[src/common/lvm_pkg.sv]
`default_nettype none
package lvm_pkg;
  // ---------------------------------------------------------------
  // Special-purpose data memory addresses
  // ---------------------------------------------------------------
  localparam int LVM_AW = 8;
  localparam logic [7:0] LVM_ADDR_CTL = 8'h00;
  localparam logic [7:0] LVM_ADDR_EDGE = 8'h01;
  localparam logic [7:0] LVM_ADDR_PRI_A = 8'h02;
  localparam logic [7:0] LVM_ADDR_PRI_B = 8'h03;
  localparam logic [7:0] LVM_ADDR_PRI_C = 8'h04;
  localparam logic [7:0] LVM_ADDR_GRP_A = 8'h05;
  localparam logic [7:0] LVM_ADDR_GRP_B = 8'h06;
  localparam logic [7:0] LVM_ADDR_GRP_C = 8'h07;
  localparam logic [7:0] LVM_REG_RST = 8'h00;
  // ---------------------------------------------------------------
  // Field positions
  // ---------------------------------------------------------------
  localparam int LVM_CTL_THR_LSB = 0;
  localparam int LVM_CTL_REFERENCE_OUTPUT_ENABLE_BIT = 3;
  localparam int LVM_CTL_EN_BIT = 4;
  localparam int LVM_CTL_LOW_VOLTAGE_OUT_FLAG_BIT = 5;
  localparam int LVM_EDGE_PIN0_LSB = 0;
  localparam int LVM_EDGE_PIN1_LSB = 2;
  localparam int LVM_PRI_A_GIE_BIT = 0;
  localparam int LVM_PRI_A_EN_LSB = 1;
  localparam int LVM_PRI_A_FLG_LSB = 4;
  localparam int LVM_ENA_LSB = 0;
  localparam int LVM_FLG_LSB = 4;
  localparam logic [2:0] LVM_THR_EXT = 3'h0;
  // ---------------------------------------------------------------
  // Edge select codes
  // ---------------------------------------------------------------
  typedef enum logic [1:0] {
    LVM_EDGE_OFF = 2'b00,
    LVM_EDGE_RISE = 2'b01,
    LVM_EDGE_FALL = 2'b10,
    LVM_EDGE_BOTH = 2'b11
  } lvm_edge_t;
  // ---------------------------------------------------------------
  // Primary channels, index is also the vector number and priority
  // ---------------------------------------------------------------
  localparam int LVM_NPRI = 10;
  localparam int LVM_P_EXT_IRQ_PIN_0 = 0;
  localparam int LVM_P_EXT_IRQ_PIN_1 = 1;
  localparam int LVM_P_ADC = 2;
  localparam int LVM_P_MF0 = 3;
  localparam int LVM_P_SPI = 4;
  localparam int LVM_P_MF1 = 5;
  localparam int LVM_P_MF2 = 6;
  localparam int LVM_P_TB0 = 7;
  localparam int LVM_P_TB1 = 8;
  localparam int LVM_P_UART = 9;
  // ---------------------------------------------------------------
  // Event inputs from other peripherals
  // ---------------------------------------------------------------
  localparam int LVM_NSRC = 10;
  localparam int LVM_S_ADC = 0;
  localparam int LVM_S_SPI = 1;
  localparam int LVM_S_TB0 = 2;
  localparam int LVM_S_TB1 = 3;
  localparam int LVM_S_UART = 4;
  localparam int LVM_S_CTMP = 5;
  localparam int LVM_S_CTMA = 6;
  localparam int LVM_S_STMP = 7;
  localparam int LVM_S_STMA = 8;
  localparam int LVM_S_EEP = 9;
  // ---------------------------------------------------------------
  // Timing
  // ---------------------------------------------------------------
  localparam int LVM_CLK_PERIOD_NS = 20;
  localparam int LVM_T_IRQ_DELAY_US = 15;
  localparam int LVM_LV_DELAY_CYC =
    (LVM_T_IRQ_DELAY_US * 1000 + LVM_CLK_PERIOD_NS - 1) / LVM_CLK_PERIOD_NS;
  localparam int LVM_LV_CNT_W = 10;
endpackage
`default_nettype wire

[src/common/lvm_edge_if.sv]
`timescale 1ns/1ps
`default_nettype none
interface lvm_edge_if;
  logic [3:0] edge_sel;
  logic [1:0] edge_hit;
  modport ctrl (output edge_sel, input edge_hit);
  modport det (input edge_sel, output edge_hit);
endinterface
`default_nettype wire

[src/rtl/lvm_edge_det.sv]
`timescale 1ns/1ps
`default_nettype none
module lvm_edge_det (
  // Clock and reset
  input wire logic i_core_clk,
  input wire logic i_rst_n,
  // Pins
  input wire logic [1:0] i_ext_irq_pin,
  // Control side
  lvm_edge_if.det edge_bus
);
  import lvm_pkg::*;

  typedef struct packed {
    logic [1:0] s1;
    logic [1:0] s2;
    logic [1:0] prev;
    logic [1:0] hit;
  } lvm_edge_state_t;

  lvm_edge_state_t st_reg;
  lvm_edge_state_t st_next;
  logic [1:0] hit_now;

  // ---------------------------------------------------------------
  // Per-pin edge qualification
  // ---------------------------------------------------------------
  genvar gi;
  generate
    for (gi = 0; gi < 2; gi++)
    begin : g_pin
      logic rise;
      logic fall;
      lvm_edge_t sel;
      logic hit;
      assign sel = lvm_edge_t'(edge_bus.edge_sel[2*gi +: 2]);
      assign rise = st_reg.s2[gi] & ~st_reg.prev[gi];
      assign fall = ~st_reg.s2[gi] & st_reg.prev[gi];
      always_comb
      begin
        case (sel)
          LVM_EDGE_RISE: hit = rise;
          LVM_EDGE_FALL: hit = fall;
          LVM_EDGE_BOTH: hit = rise | fall;
          default: hit = 1'b0;
        endcase
      end
      assign hit_now[gi] = hit;
    end
  endgenerate

  always_comb
  begin
    st_next = st_reg;
    st_next.s1 = i_ext_irq_pin;
    st_next.s2 = st_reg.s1;
    st_next.prev = st_reg.s2;
    st_next.hit = hit_now;
  end

  always_ff @(posedge i_core_clk or negedge i_rst_n)
  begin
    if (!i_rst_n)
      st_reg <= '0;
    else
      st_reg <= st_next;
  end

  assign edge_bus.edge_hit = st_reg.hit;
endmodule // lvm_edge_det
`default_nettype wire

[src/rtl/lvm_monitor_irq.sv]
`timescale 1ns/1ps
`default_nettype none
module lvm_monitor_irq (
  // Clock and reset
  input wire logic i_core_clk,
  input wire logic i_rst_n,
  // Special-purpose data memory port
  input wire logic i_sfr_wr,
  input wire logic i_sfr_rd,
  input wire logic [lvm_pkg::LVM_AW-1:0] i_sfr_addr,
  input wire logic [7:0] i_sfr_wdata,
  output logic [7:0] o_sfr_rdata,
  // Analog monitor front end
  input wire logic i_cmp_supply_low,
  input wire logic i_cmp_ext_low,
  input wire logic i_lvr_enable,
  input wire logic i_sleep,
  output logic o_monitor_on,
  output logic o_bandgap_on,
  output logic [2:0] o_threshold_select,
  output logic o_use_ext_input,
  // External interrupt pins
  input wire logic [1:0] i_ext_irq_pin,
  // Peripheral events
  input wire logic [lvm_pkg::LVM_NSRC-1:0] i_src_evt,
  // Core side
  output logic o_irq_req,
  output logic [3:0] o_irq_vector,
  input wire logic i_irq_ack,
  output logic o_lv_wake
);
  import lvm_pkg::*;

  localparam logic [LVM_LV_CNT_W-1:0] LV_DELAY = LVM_LV_CNT_W'(LVM_LV_DELAY_CYC);
  localparam int LV_DELAY_INT = LVM_LV_DELAY_CYC;

  // ---------------------------------------------------------------
  // State
  // ---------------------------------------------------------------
  typedef struct packed {
    logic [2:0] thr;
    logic reference_output_enable;
    logic mon_en;
    logic [1:0] cmp_s1;
    logic [1:0] cmp_s2;
    logic [LVM_LV_CNT_W-1:0] lv_cnt;
    logic [3:0] edge_sel;
    logic gie;
    logic [LVM_NPRI-1:0] pe;
    logic [LVM_NPRI-1:0] pf;
    logic [3:0] sec_e;
    logic [3:0] sec_f;
    logic dee;
    logic def;
    logic low_voltage_irq_enable;
    logic low_voltage_request_flag;
    logic [7:0] rdata;
    logic req;
    logic [3:0] vec;
    logic wake;
  } lvm_state_t;

  lvm_state_t st_reg;
  lvm_state_t st_next;

  logic mon_active;
  logic lv_raw;
  logic low_voltage_out_flag;
  logic lv_set;
  logic wr_ctl;
  logic wr_edge;
  logic wr_pa;
  logic wr_pb;
  logic wr_pc;
  logic wr_ga;
  logic wr_gb;
  logic wr_gc;
  logic ack_take;
  logic [7:0] rd_mux;
  logic [LVM_NPRI-1:0] pend;
  logic [LVM_NPRI-1:0] pset;
  logic [LVM_NPRI-1:0] pf_wr;
  logic [LVM_NPRI-1:0] ack_clr;
  logic [3:0] pri_idx;
  logic [3:0] sec_set;
  logic [3:0] sec_wr;

  lvm_edge_if edge_bus ();

  // ---------------------------------------------------------------
  // Pin edge detection
  // ---------------------------------------------------------------
  lvm_edge_det u_edge (
    .i_core_clk (i_core_clk),
    .i_rst_n (i_rst_n),
    .i_ext_irq_pin (i_ext_irq_pin),
    .edge_bus (edge_bus.det)
  );

  assign edge_bus.edge_sel = st_reg.edge_sel;

  // ---------------------------------------------------------------
  // Decode
  // ---------------------------------------------------------------
  assign wr_ctl = i_sfr_wr && (i_sfr_addr == LVM_ADDR_CTL);
  assign wr_edge = i_sfr_wr && (i_sfr_addr == LVM_ADDR_EDGE);
  assign wr_pa = i_sfr_wr && (i_sfr_addr == LVM_ADDR_PRI_A);
  assign wr_pb = i_sfr_wr && (i_sfr_addr == LVM_ADDR_PRI_B);
  assign wr_pc = i_sfr_wr && (i_sfr_addr == LVM_ADDR_PRI_C);
  assign wr_ga = i_sfr_wr && (i_sfr_addr == LVM_ADDR_GRP_A);
  assign wr_gb = i_sfr_wr && (i_sfr_addr == LVM_ADDR_GRP_B);
  assign wr_gc = i_sfr_wr && (i_sfr_addr == LVM_ADDR_GRP_C);
  assign ack_take = i_irq_ack && st_reg.req;

  // ---------------------------------------------------------------
  // Monitor
  // ---------------------------------------------------------------
  assign mon_active = st_reg.mon_en & ~i_sleep;
  // Code zero routes the external pin comparator instead of supply
  assign lv_raw = (st_reg.thr == LVM_THR_EXT) ? st_reg.cmp_s2[1] : st_reg.cmp_s2[0];
  assign low_voltage_out_flag = mon_active & lv_raw;
  // Counter restarts on every drop, so chatter near the level is harmless
  assign lv_set = low_voltage_out_flag && (st_reg.lv_cnt == LV_DELAY - 1'b1);

  assign o_monitor_on = mon_active;
  assign o_bandgap_on = st_reg.reference_output_enable | st_reg.mon_en | i_lvr_enable;
  assign o_threshold_select = st_reg.thr;
  assign o_use_ext_input = (st_reg.thr == LVM_THR_EXT);

  // ---------------------------------------------------------------
  // Request sources
  // ---------------------------------------------------------------
  assign sec_set = {i_src_evt[LVM_S_STMA], i_src_evt[LVM_S_STMP],
                    i_src_evt[LVM_S_CTMA], i_src_evt[LVM_S_CTMP]};

  always_comb
  begin
    pset = '0;
    pset[LVM_P_EXT_IRQ_PIN_0] = edge_bus.edge_hit[0];
    pset[LVM_P_EXT_IRQ_PIN_1] = edge_bus.edge_hit[1];
    pset[LVM_P_ADC] = i_src_evt[LVM_S_ADC];
    pset[LVM_P_SPI] = i_src_evt[LVM_S_SPI];
    pset[LVM_P_TB0] = i_src_evt[LVM_S_TB0];
    pset[LVM_P_TB1] = i_src_evt[LVM_S_TB1];
    pset[LVM_P_UART] = i_src_evt[LVM_S_UART];
    // Shared channels follow their enabled secondary flags
    pset[LVM_P_MF0] = |(st_reg.sec_f[1:0] & st_reg.sec_e[1:0]);
    pset[LVM_P_MF1] = |(st_reg.sec_f[3:2] & st_reg.sec_e[3:2]);
    pset[LVM_P_MF2] = (st_reg.def & st_reg.dee) | (st_reg.low_voltage_request_flag & st_reg.low_voltage_irq_enable);
  end

  // ---------------------------------------------------------------
  // Priority
  // ---------------------------------------------------------------
  assign pend = st_reg.pe & st_reg.pf;

  always_comb
  begin
    pri_idx = 4'h0;
    for (int i = LVM_NPRI - 1; i >= 0; i--)
    begin
      if (pend[i])
        pri_idx = 4'(i);
    end
  end

  always_comb
  begin
    ack_clr = '0;
    for (int i = 0; i < LVM_NPRI; i++)
    begin
      if (ack_take && (st_reg.vec == 4'(i)))
        ack_clr[i] = 1'b1;
    end
  end

  // ---------------------------------------------------------------
  // Register writes
  // ---------------------------------------------------------------
  always_comb
  begin
    pf_wr = st_reg.pf;
    if (wr_pa)
    begin
      pf_wr[LVM_P_EXT_IRQ_PIN_0] = i_sfr_wdata[LVM_PRI_A_FLG_LSB];
      pf_wr[LVM_P_EXT_IRQ_PIN_1] = i_sfr_wdata[LVM_PRI_A_FLG_LSB + 1];
      pf_wr[LVM_P_ADC] = i_sfr_wdata[LVM_PRI_A_FLG_LSB + 2];
    end
    if (wr_pb)
    begin
      pf_wr[LVM_P_MF0] = i_sfr_wdata[LVM_FLG_LSB];
      pf_wr[LVM_P_MF1] = i_sfr_wdata[LVM_FLG_LSB + 1];
      pf_wr[LVM_P_MF2] = i_sfr_wdata[LVM_FLG_LSB + 2];
      pf_wr[LVM_P_SPI] = i_sfr_wdata[LVM_FLG_LSB + 3];
    end
    if (wr_pc)
    begin
      pf_wr[LVM_P_TB0] = i_sfr_wdata[LVM_FLG_LSB];
      pf_wr[LVM_P_TB1] = i_sfr_wdata[LVM_FLG_LSB + 1];
      pf_wr[LVM_P_UART] = i_sfr_wdata[LVM_FLG_LSB + 2];
    end
    sec_wr = st_reg.sec_f;
    if (wr_ga)
      sec_wr[1:0] = i_sfr_wdata[LVM_FLG_LSB +: 2];
    if (wr_gb)
      sec_wr[3:2] = i_sfr_wdata[LVM_FLG_LSB +: 2];
  end

  always_comb
  begin
    st_next = st_reg;
    st_next.cmp_s1 = {i_cmp_ext_low, i_cmp_supply_low};
    st_next.cmp_s2 = st_reg.cmp_s1;
    if (!low_voltage_out_flag)
      st_next.lv_cnt = '0;
    else if (st_reg.lv_cnt != LV_DELAY)
      st_next.lv_cnt = st_reg.lv_cnt + 1'b1;
    if (wr_ctl)
    begin
      st_next.thr = i_sfr_wdata[LVM_CTL_THR_LSB +: 3];
      st_next.reference_output_enable = i_sfr_wdata[LVM_CTL_REFERENCE_OUTPUT_ENABLE_BIT];
      st_next.mon_en = i_sfr_wdata[LVM_CTL_EN_BIT];
    end
    if (wr_edge)
      st_next.edge_sel = i_sfr_wdata[3:0];
    if (wr_pa)
    begin
      st_next.gie = i_sfr_wdata[LVM_PRI_A_GIE_BIT];
      st_next.pe[LVM_P_EXT_IRQ_PIN_0] = i_sfr_wdata[LVM_PRI_A_EN_LSB];
      st_next.pe[LVM_P_EXT_IRQ_PIN_1] = i_sfr_wdata[LVM_PRI_A_EN_LSB + 1];
      st_next.pe[LVM_P_ADC] = i_sfr_wdata[LVM_PRI_A_EN_LSB + 2];
    end
    if (wr_pb)
    begin
      st_next.pe[LVM_P_MF0] = i_sfr_wdata[LVM_ENA_LSB];
      st_next.pe[LVM_P_MF1] = i_sfr_wdata[LVM_ENA_LSB + 1];
      st_next.pe[LVM_P_MF2] = i_sfr_wdata[LVM_ENA_LSB + 2];
      st_next.pe[LVM_P_SPI] = i_sfr_wdata[LVM_ENA_LSB + 3];
    end
    if (wr_pc)
    begin
      st_next.pe[LVM_P_TB0] = i_sfr_wdata[LVM_ENA_LSB];
      st_next.pe[LVM_P_TB1] = i_sfr_wdata[LVM_ENA_LSB + 1];
      st_next.pe[LVM_P_UART] = i_sfr_wdata[LVM_ENA_LSB + 2];
    end
    if (wr_ga)
      st_next.sec_e[1:0] = i_sfr_wdata[LVM_ENA_LSB +: 2];
    if (wr_gb)
      st_next.sec_e[3:2] = i_sfr_wdata[LVM_ENA_LSB +: 2];
    if (wr_gc)
    begin
      st_next.low_voltage_irq_enable = i_sfr_wdata[LVM_ENA_LSB];
      st_next.dee = i_sfr_wdata[LVM_ENA_LSB + 1];
    end
    // Hardware set beats a software clear in the same cycle
    st_next.pf = (pf_wr & ~ack_clr) | pset;
    st_next.sec_f = sec_wr | sec_set;
    st_next.low_voltage_request_flag = (wr_gc ? i_sfr_wdata[LVM_FLG_LSB] : st_reg.low_voltage_request_flag) | lv_set;
    st_next.def = (wr_gc ? i_sfr_wdata[LVM_FLG_LSB + 1] : st_reg.def) | i_src_evt[LVM_S_EEP];
    // Wake only on a fresh set; a preset flag suppresses it
    st_next.wake = lv_set & ~st_reg.low_voltage_request_flag;
    if (ack_take)
      st_next.gie = 1'b0;
    st_next.req = st_reg.gie & (|pend) & ~ack_take;
    st_next.vec = pri_idx;
    if (i_sfr_rd)
      st_next.rdata = rd_mux;
  end

  // ---------------------------------------------------------------
  // Read mux
  // ---------------------------------------------------------------
  always_comb
  begin
    case (i_sfr_addr)
      LVM_ADDR_CTL:
        rd_mux = {2'b00, low_voltage_out_flag, st_reg.mon_en, st_reg.reference_output_enable, st_reg.thr};
      LVM_ADDR_EDGE:
        rd_mux = {4'h0, st_reg.edge_sel};
      LVM_ADDR_PRI_A:
        rd_mux = {1'b0, st_reg.pf[LVM_P_ADC], st_reg.pf[LVM_P_EXT_IRQ_PIN_1], st_reg.pf[LVM_P_EXT_IRQ_PIN_0],
                  st_reg.pe[LVM_P_ADC], st_reg.pe[LVM_P_EXT_IRQ_PIN_1], st_reg.pe[LVM_P_EXT_IRQ_PIN_0],
                  st_reg.gie};
      LVM_ADDR_PRI_B:
        rd_mux = {st_reg.pf[LVM_P_SPI], st_reg.pf[LVM_P_MF2], st_reg.pf[LVM_P_MF1],
                  st_reg.pf[LVM_P_MF0], st_reg.pe[LVM_P_SPI], st_reg.pe[LVM_P_MF2],
                  st_reg.pe[LVM_P_MF1], st_reg.pe[LVM_P_MF0]};
      LVM_ADDR_PRI_C:
        rd_mux = {1'b0, st_reg.pf[LVM_P_UART], st_reg.pf[LVM_P_TB1], st_reg.pf[LVM_P_TB0],
                  1'b0, st_reg.pe[LVM_P_UART], st_reg.pe[LVM_P_TB1], st_reg.pe[LVM_P_TB0]};
      LVM_ADDR_GRP_A:
        rd_mux = {2'b00, st_reg.sec_f[1:0], 2'b00, st_reg.sec_e[1:0]};
      LVM_ADDR_GRP_B:
        rd_mux = {2'b00, st_reg.sec_f[3:2], 2'b00, st_reg.sec_e[3:2]};
      LVM_ADDR_GRP_C:
        rd_mux = {2'b00, st_reg.def, st_reg.low_voltage_request_flag, 2'b00, st_reg.dee, st_reg.low_voltage_irq_enable};
      default:
        rd_mux = LVM_REG_RST;
    endcase
  end

  always_ff @(posedge i_core_clk or negedge i_rst_n)
  begin
    if (!i_rst_n)
      st_reg <= '0;
    else
      st_reg <= st_next;
  end

  // ---------------------------------------------------------------
  // Outputs
  // ---------------------------------------------------------------
  // Gated by live enable so a software clear blocks at once
  assign o_irq_req = st_reg.req & st_reg.gie;
  assign o_irq_vector = st_reg.vec;
  assign o_sfr_rdata = st_reg.rdata;
  assign o_lv_wake = st_reg.wake;
endmodule // lvm_monitor_irq
`default_nettype wire

[config.mk]
export PLATFORM = sky130hd
export DESIGN_NAME = lvm_monitor_irq
export DESIGN_NICKNAME = d
export VERILOG_FILES = /design/src/common/lvm_pkg.sv /design/src/common/lvm_edge_if.sv /design/src/rtl/lvm_edge_det.sv /design/src/rtl/lvm_monitor_irq.sv
export SDC_FILE = /design/constraint.sdc
export NUM_CORES = 1
export LEC_CHECK = 0
export BUFFER_PORTS_ARGS = -buffer_cell sky130_fd_sc_hd__buf_2
export CAP_MARGIN = 20
export CORE_AREA = 3 3 104 106
export DETAILED_ROUTE_END_ITERATION = 10
export DIE_AREA = 0 0 107 109
export HOLD_SLACK_MARGIN = 0.02
export PLACE_DENSITY_LB_ADDON = 0.15
export SLEW_MARGIN = 20
export SYNTH_ARGS = -nofsm -noshare
export SYNTH_HDL_FRONTEND = slang
export SYNTH_HIERARCHICAL = 1
export SYNTH_SLANG_ARGS = --single-unit
[constraint.sdc]
create_clock -name i_core_clk -period 1.9 [get_ports i_core_clk]
set_input_delay 0 -clock i_core_clk [delete_from_list [all_inputs] [get_ports i_core_clk]]
set_output_delay 0 -clock i_core_clk [all_outputs]
set_load 0.1 [all_outputs]
Yosys cells after proc, flatten, opt, wreduce, memory -nomap -nowiden
Index checks and enable logic that the tools add are counted.
{"block": "word_totals", "ff_bits": 78, "input_bits": 37, "out_inout_bits": 20, "elab_cells": 148}
{"block": "op_classes", "n_addsub": 1, "n_eq_ne": 25, "n_mux": 35, "n_bitwise": 33, "reduce_logical": 27}
{"op": "one-hot mux 8 bit (8 select lines)", "count": 1}
{"op": "two-way mux 4 bit", "count": 11}
{"op": "== test 8 x 3 -> 1 bit (second input constant)", "count": 4}
{"op": "AND 10 bit", "count": 2}
{"op": "logical AND 1 bit", "count": 20}
{"op": "two-way mux 10 bit", "count": 2}
{"op": "== test 4 x 3 -> 1 bit (second input constant)", "count": 4}
{"op": "== test 8 x 2 -> 1 bit (second input constant)", "count": 2}
{"op": "two-way mux 1 bit", "count": 15}
{"op": "AND 1 bit", "count": 12}
{"op": "adder 10 x 1 -> 10 bit (second input constant)", "count": 1}
{"op": "== test 10 bit (second input constant)", "count": 1}
{"op": "inequality test 10 bit (second input constant)", "count": 1}
{"op": "inverter 10 bit", "count": 1}
{"op": "bitwise OR 10 bit", "count": 1}
{"op": "OR reduction 10 bit", "count": 1}
{"op": "== test 2 bit (second input constant)", "count": 4}
{"op": "== test 4 x 2 -> 1 bit (second input constant)", "count": 2}
{"op": "== test 4 bit (second input constant)", "count": 2}
{"op": "== test 8 x 1 -> 1 bit (second input constant)", "count": 1}
{"op": "logical NOT 8 bit", "count": 1}
{"op": "inverter 1 bit", "count": 7}
{"op": "bitwise OR 1 bit", "count": 7}
{"op": "two-way mux 3 bit", "count": 2}
{"op": "other kinds (11)", "count": 16}

Logic depth before layout (Yosys ltp)
{"block": "depth", "depth_word": 11, "mapped_depth": 6, "mapped_depth_nobuf": 5}

Cells and area by module
Netlist, hierarchy kept.
{"module": "lvm_monitor_irq", "n_inst": 1, "cells_per_inst": 322, "area_per_inst_um2": 3659.8}
{"module": "lvm_edge_det", "n_inst": 1, "cells_per_inst": 28, "area_per_inst_um2": 332.8}

Least setup slack after synthesis
Ideal clock, no wire load.
{"block": "synth_timing", "path_kind": "register to register", "from": "register st_reg[65] in the netlist's numbering", "to": "register st_reg[53] in the netlist's numbering", "setup_ns": 0.083, "arrival_ns": 2.606, "slack_ns": -0.788, "stages_incl_launch_ff": 6, "path_cell_list": "dfrtp_1 nor2b_1 o21ai_0 buf_2 o21bai_1 a31oi_1"}
{"block": "synth_via", "elab_chain_len": 3, "word_cells_on_any_way": 4, "classes_between": "1 x eq/ne; 1 x mux; 2 x bitwise"}
{"element": "start: declaration", "line_no": "lvm_monitor_irq.sv:63", "text": "lvm_state_t st_reg;"}
{"element": "start signal: assignment", "line_no": "lvm_monitor_irq.sv:307", "text": "st_reg <= st_next;"}
{"element": "AND 1 bit *", "line_no": "lvm_monitor_irq.sv:118", "text": "assign mon_active = st_reg.mon_en & ~i_sleep;"}
{"element": "via o_monitor_on", "line_no": "lvm_monitor_irq.sv:18", "text": "output logic o_monitor_on,"}
{"element": "AND 1 bit *", "line_no": "lvm_monitor_irq.sv:121", "text": "assign low_voltage_out_flag = mon_active & lv_raw;"}
{"element": "inequality test 2 x 1 -> 1 bit (no source line) or two-way mux 10 bit (tied branches)"}
The timed path passes the listed nets; every way through them passes the cells marked *.
A chain may end at the register's enable or synchronous reset.

==> results by group <==
Placed design
  • Placed cells: 517
  • Worst slack, placed: 0.382 ns
  • RD Place Congestion: 0.834
  • Port Buf Inserts: 56
  • HPWL Detailed: 7.27 mm

Timing
  • Tmin final: 1.75 ns
  • Slew HR: 60.5%
  • # setup viols final: 0
  • Worst-margin pin slew: 0.592 ns
  • Slew Limit Fails: 0
  • Fin. Hold Viols: 0
  • Setup TNS: 0 ns
  • Final period util: 92.3%
  • Layout Skew: 0.00811 ns
  • Maximum clock rate: 570 MHz
  • RSZ-0062 raised after global routing: false
  • Final worst setup slack: 0.146 ns

Power and ir drop
  • Seq pwr share: 49.2%
  • Comb pwr share: 15.3%
  • Leakage: 2.25 nW
  • P_sw: 1.05 mW
  • Worst VDD drop: 0.356 mV
  • Share of total power in the clock network: 35.5%
  • Power Dens Cells: 779 nW/um2
  • Cell-internal power: 2.66 mW
  • Switching Share: 28.4%

Route
  • WL final: 9.98 mm
  • Post-DR wirelength/cell: 17.9 um
  • Final ANT Viol Nets: 0
  • TritonRoute pass-1 iters: 4
  • 1st-iter DRT viols: 136
  • DRC errors left: 0
  • Vias/cell: 5.41
  • Via Count: 3016

Worst setup path
  • Reg2reg path depth: 5
  • Crit path max fanout: 5
  • Worst stage delay on the critical path: 0.55 ns
  • Critical Path Start Type: flop
  • Worst reg2reg startpoint: st_reg[5]$_DFF_PN0_
  • CP cell instances: nand2_1, or3_1, nor2_1, o21bai_1, dlygate4sd3_1
  • Worst EP required: 2.13 ns
  • CP max-delay cell: dlygate4sd3_1
  • Worst EP arrival: 1.98 ns
  • Register-to-register path setup slack: 0.15 ns
  • CP Capture Type: flop
  • Setup CP Type: flop to flop
  • FF-to-FF End: st_reg[28]$_DFF_PN0_

Run status
  • Status: finished clean

Clock tree
  • Inserted Clock Buffers: 9
  • CTS Sinks: 78
  • Clk buf depth: 2
  • Root Buffer Master: clkbuf_8
  • Post-CTS Resized: 0
  • Postcts setup bufs: 0
  • Clock Latency Late Sink: 0.35 ns
  • CTS H-tree lvls: 3
  • CTS tree: done
  • Clock slew at reported path FFs: 0.08 ns

Synth
  • Net Count, Synth: 394
  • Number of synthesized flops with an enable pin: 0
  • Ys flop type: dfrtp_1
  • Seq/Total Area, Yosys: 48.9%
  • Post-synthesis cell type count: 54
  • Synth Instances: 350
  • Synth top area share: 48.9%
  • Mapped Area: 3990 um2
  • Synth top area cells: dfrtp_1 (49%), mux2_2 (6.5%), mux2i_1 (4.3%)
  • Synth Area per Inst: 11.4 um2
  • Area leader, netlist: dfrtp_1
  • FF+latch count, synth: 78
  • Post-synth ARST share: 100%
  • Syn. warnings: 6

Min path
  • Hold endpoint: st_reg[27]$_DFF_PN0_
  • Hold Path Class: primary input to flop
  • Hold path cells: 3
  • HP Start: i_sfr_wdata[5]

Floorplanning
  • Initial Utilization: 40.5%
  • Die Height: 109 um
  • FP Rows: 36
  • Die Wd: 107 um
  • Full die area: 11700 um2
  • I/O pin total: 57
  • Core box area: 9860 um2

GRT
  • Vias in the first global route: 3023
  • Antenna violations before repair: 0
  • Largest net degree at the start of global routing: 45
  • Global route overflow: 0
  • Global-route wire length before repair: 16.3 mm
  • GRT Util Overall: 18.3%

Finish
  • Max reg flops: 48
  • Fraction of layout cells with a size suffix above 1: 27.1%
  • Multi-input gate area: 1840 um2
  • Layout area overhead: 19.4%
  • Fillers: 911
  • # nets final: 464
  • Non-filler instance count after layout: 557
  • Antenna cells: 0
  • Reg area: 1950 um2
  • Final core utilization: 48.3%

Job
  • Max-cap violation count: 0
final cells by class:
cell class / instances / area share, %
clock inverters: 4 / 1.52
multi-input cells: 236 / 38.6
repair buffers: 83 / 11.8
clock buffers: 11 / 2.76
flip-flops and latches: 78 / 40.9
inverters: 12 / 0.945
well taps: 133 / 3.49
routing by layer:
metal,global-route usage (%),part of all wire [%],up-vias
li1,-,-,1403
met1,24.7,46,1504
met2,29.9,47,95
met3,3.91,5.5,14
met4,5.48,1.7,0
met5,0,0,-
power groups by stage:
stage	registers [mW]	logic (mW)	clock network (mW)
after floorplan	1.82	0.406	0
after global placement	1.86	0.533	0
after detailed placement	1.86	0.540	0
after CTS	1.82	0.575	1.36
after global routing	1.84	0.615	1.44
final	1.83	0.569	1.32
logic make-up (layout without fill, tap and decap cells):
family | after synthesis | after routing | synth area share (%)
multiplexers | 48 | 48 | 14.3
AND/OR/NAND/NOR | 109 | 109 | 16.2
flip-flops | 78 | 78 | 48.9
buffers and inverters | 36 | 110 | 5.33
AO/OA/AOI/OAI | 67 | 67 | 12.0
XOR/XNOR | 5 | 5 | 1.10
adder cells (fa/ha/maj) | 7 | 7 | 2.19
metrics by stage:
stage | hold slack [ns] | total power [mW] | instance area [um2]
after floorplan | -0.296 | 2.23 | 4010
after global placement | 0.0497 | 2.39 | 4310
after detailed placement | 0.0525 | 2.40 | 4310
after CTS | 0.0258 | 3.76 | 4770
after global routing | 0.0407 | 3.89 | 4770
final | 0.0451 | 3.72 | 4770
cells in the mapped netlist (3+ instances only):
library cell  instances
dfrtp_1              78
nor2_1               24
mux2_2               23
nand2_1              21
buf_4                19
mux2i_1              17
inv_1                12
nand4_1              10
nor2b_1              10
a22oi_1               9
nand3_1               9
o21ai_0               8
o21bai_1              8
ha_1                  7
a21oi_1               6
a211o_1               5
a31oi_1               5
buf_2                 5
mux2_4                5
and2_1                4
nor3_1                4
o21ai_1               4
o2bb2ai_1             4
a32o_1                3
mux4_2                3
nand2b_1              3
nand4b_1              3
o22ai_1               3
or3_1                 3
xnor2_1               3
critical path, delay by kind of cell (launching register included):
kind,cells,cell delay (ns)
compound gates,1,0.07
buf+inv,1,0.55
simple gates,3,0.59
flops,1,0.41
worst max path at each step:
| stage | cells after the start | from | end |
|---|---|---|---|
| floorplan | 5 | st_reg[65]$_DFFE_PN0P_ | st_reg[53]$_DFFE_PN0P_ |
| global placement | 4 | i_sfr_addr[2] | st_reg[16]$_DFF_PN0_ |
| detailed placement | 4 | i_sfr_addr[2] | st_reg[16]$_DFF_PN0_ |
| CTS | 5 | st_reg[5]$_DFF_PN0_ | st_reg[28]$_DFF_PN0_ |
| global route | 5 | st_reg[5]$_DFF_PN0_ | st_reg[28]$_DFF_PN0_ |
| finish | 5 | st_reg[5]$_DFF_PN0_ | st_reg[28]$_DFF_PN0_ |
timing repair:
| item | CTS | global route |
|---|---|---|
| endpoints found under the setup margin | 0 | 0 |
| endpoints found under the hold margin | 72 | 0 |
| hold buffers | 25 | 0 |
placed cells by master, fill, tap and decap left out, types with 3 or more instances in the layout:
cell type	instances
nor2b_1	9
a31oi_1	5
o2bb2ai_1	4
clkbuf_8	9
a211o_1	5
nand2b_1	3
a22oi_1	9
nand2_1	21
or3_1	3
mux4_2	3
o21ai_1	4
nand4_1	10
and2_1	4
mux2_4	5
o22ai_1	3
xnor2_1	3
inv_1	12
dlygate4sd3_1	25
buf_2	55
nand3_1	9
a21oi_1	6
mux2i_1	17
dfrtp_1	78
nand4b_1	3
ha_1	7
nor3_1	3
o21ai_0	8
o21bai_1	8
mux2_2	23
nor2_1	24
a32o_1	3
(Power assumes the default switching activity.)
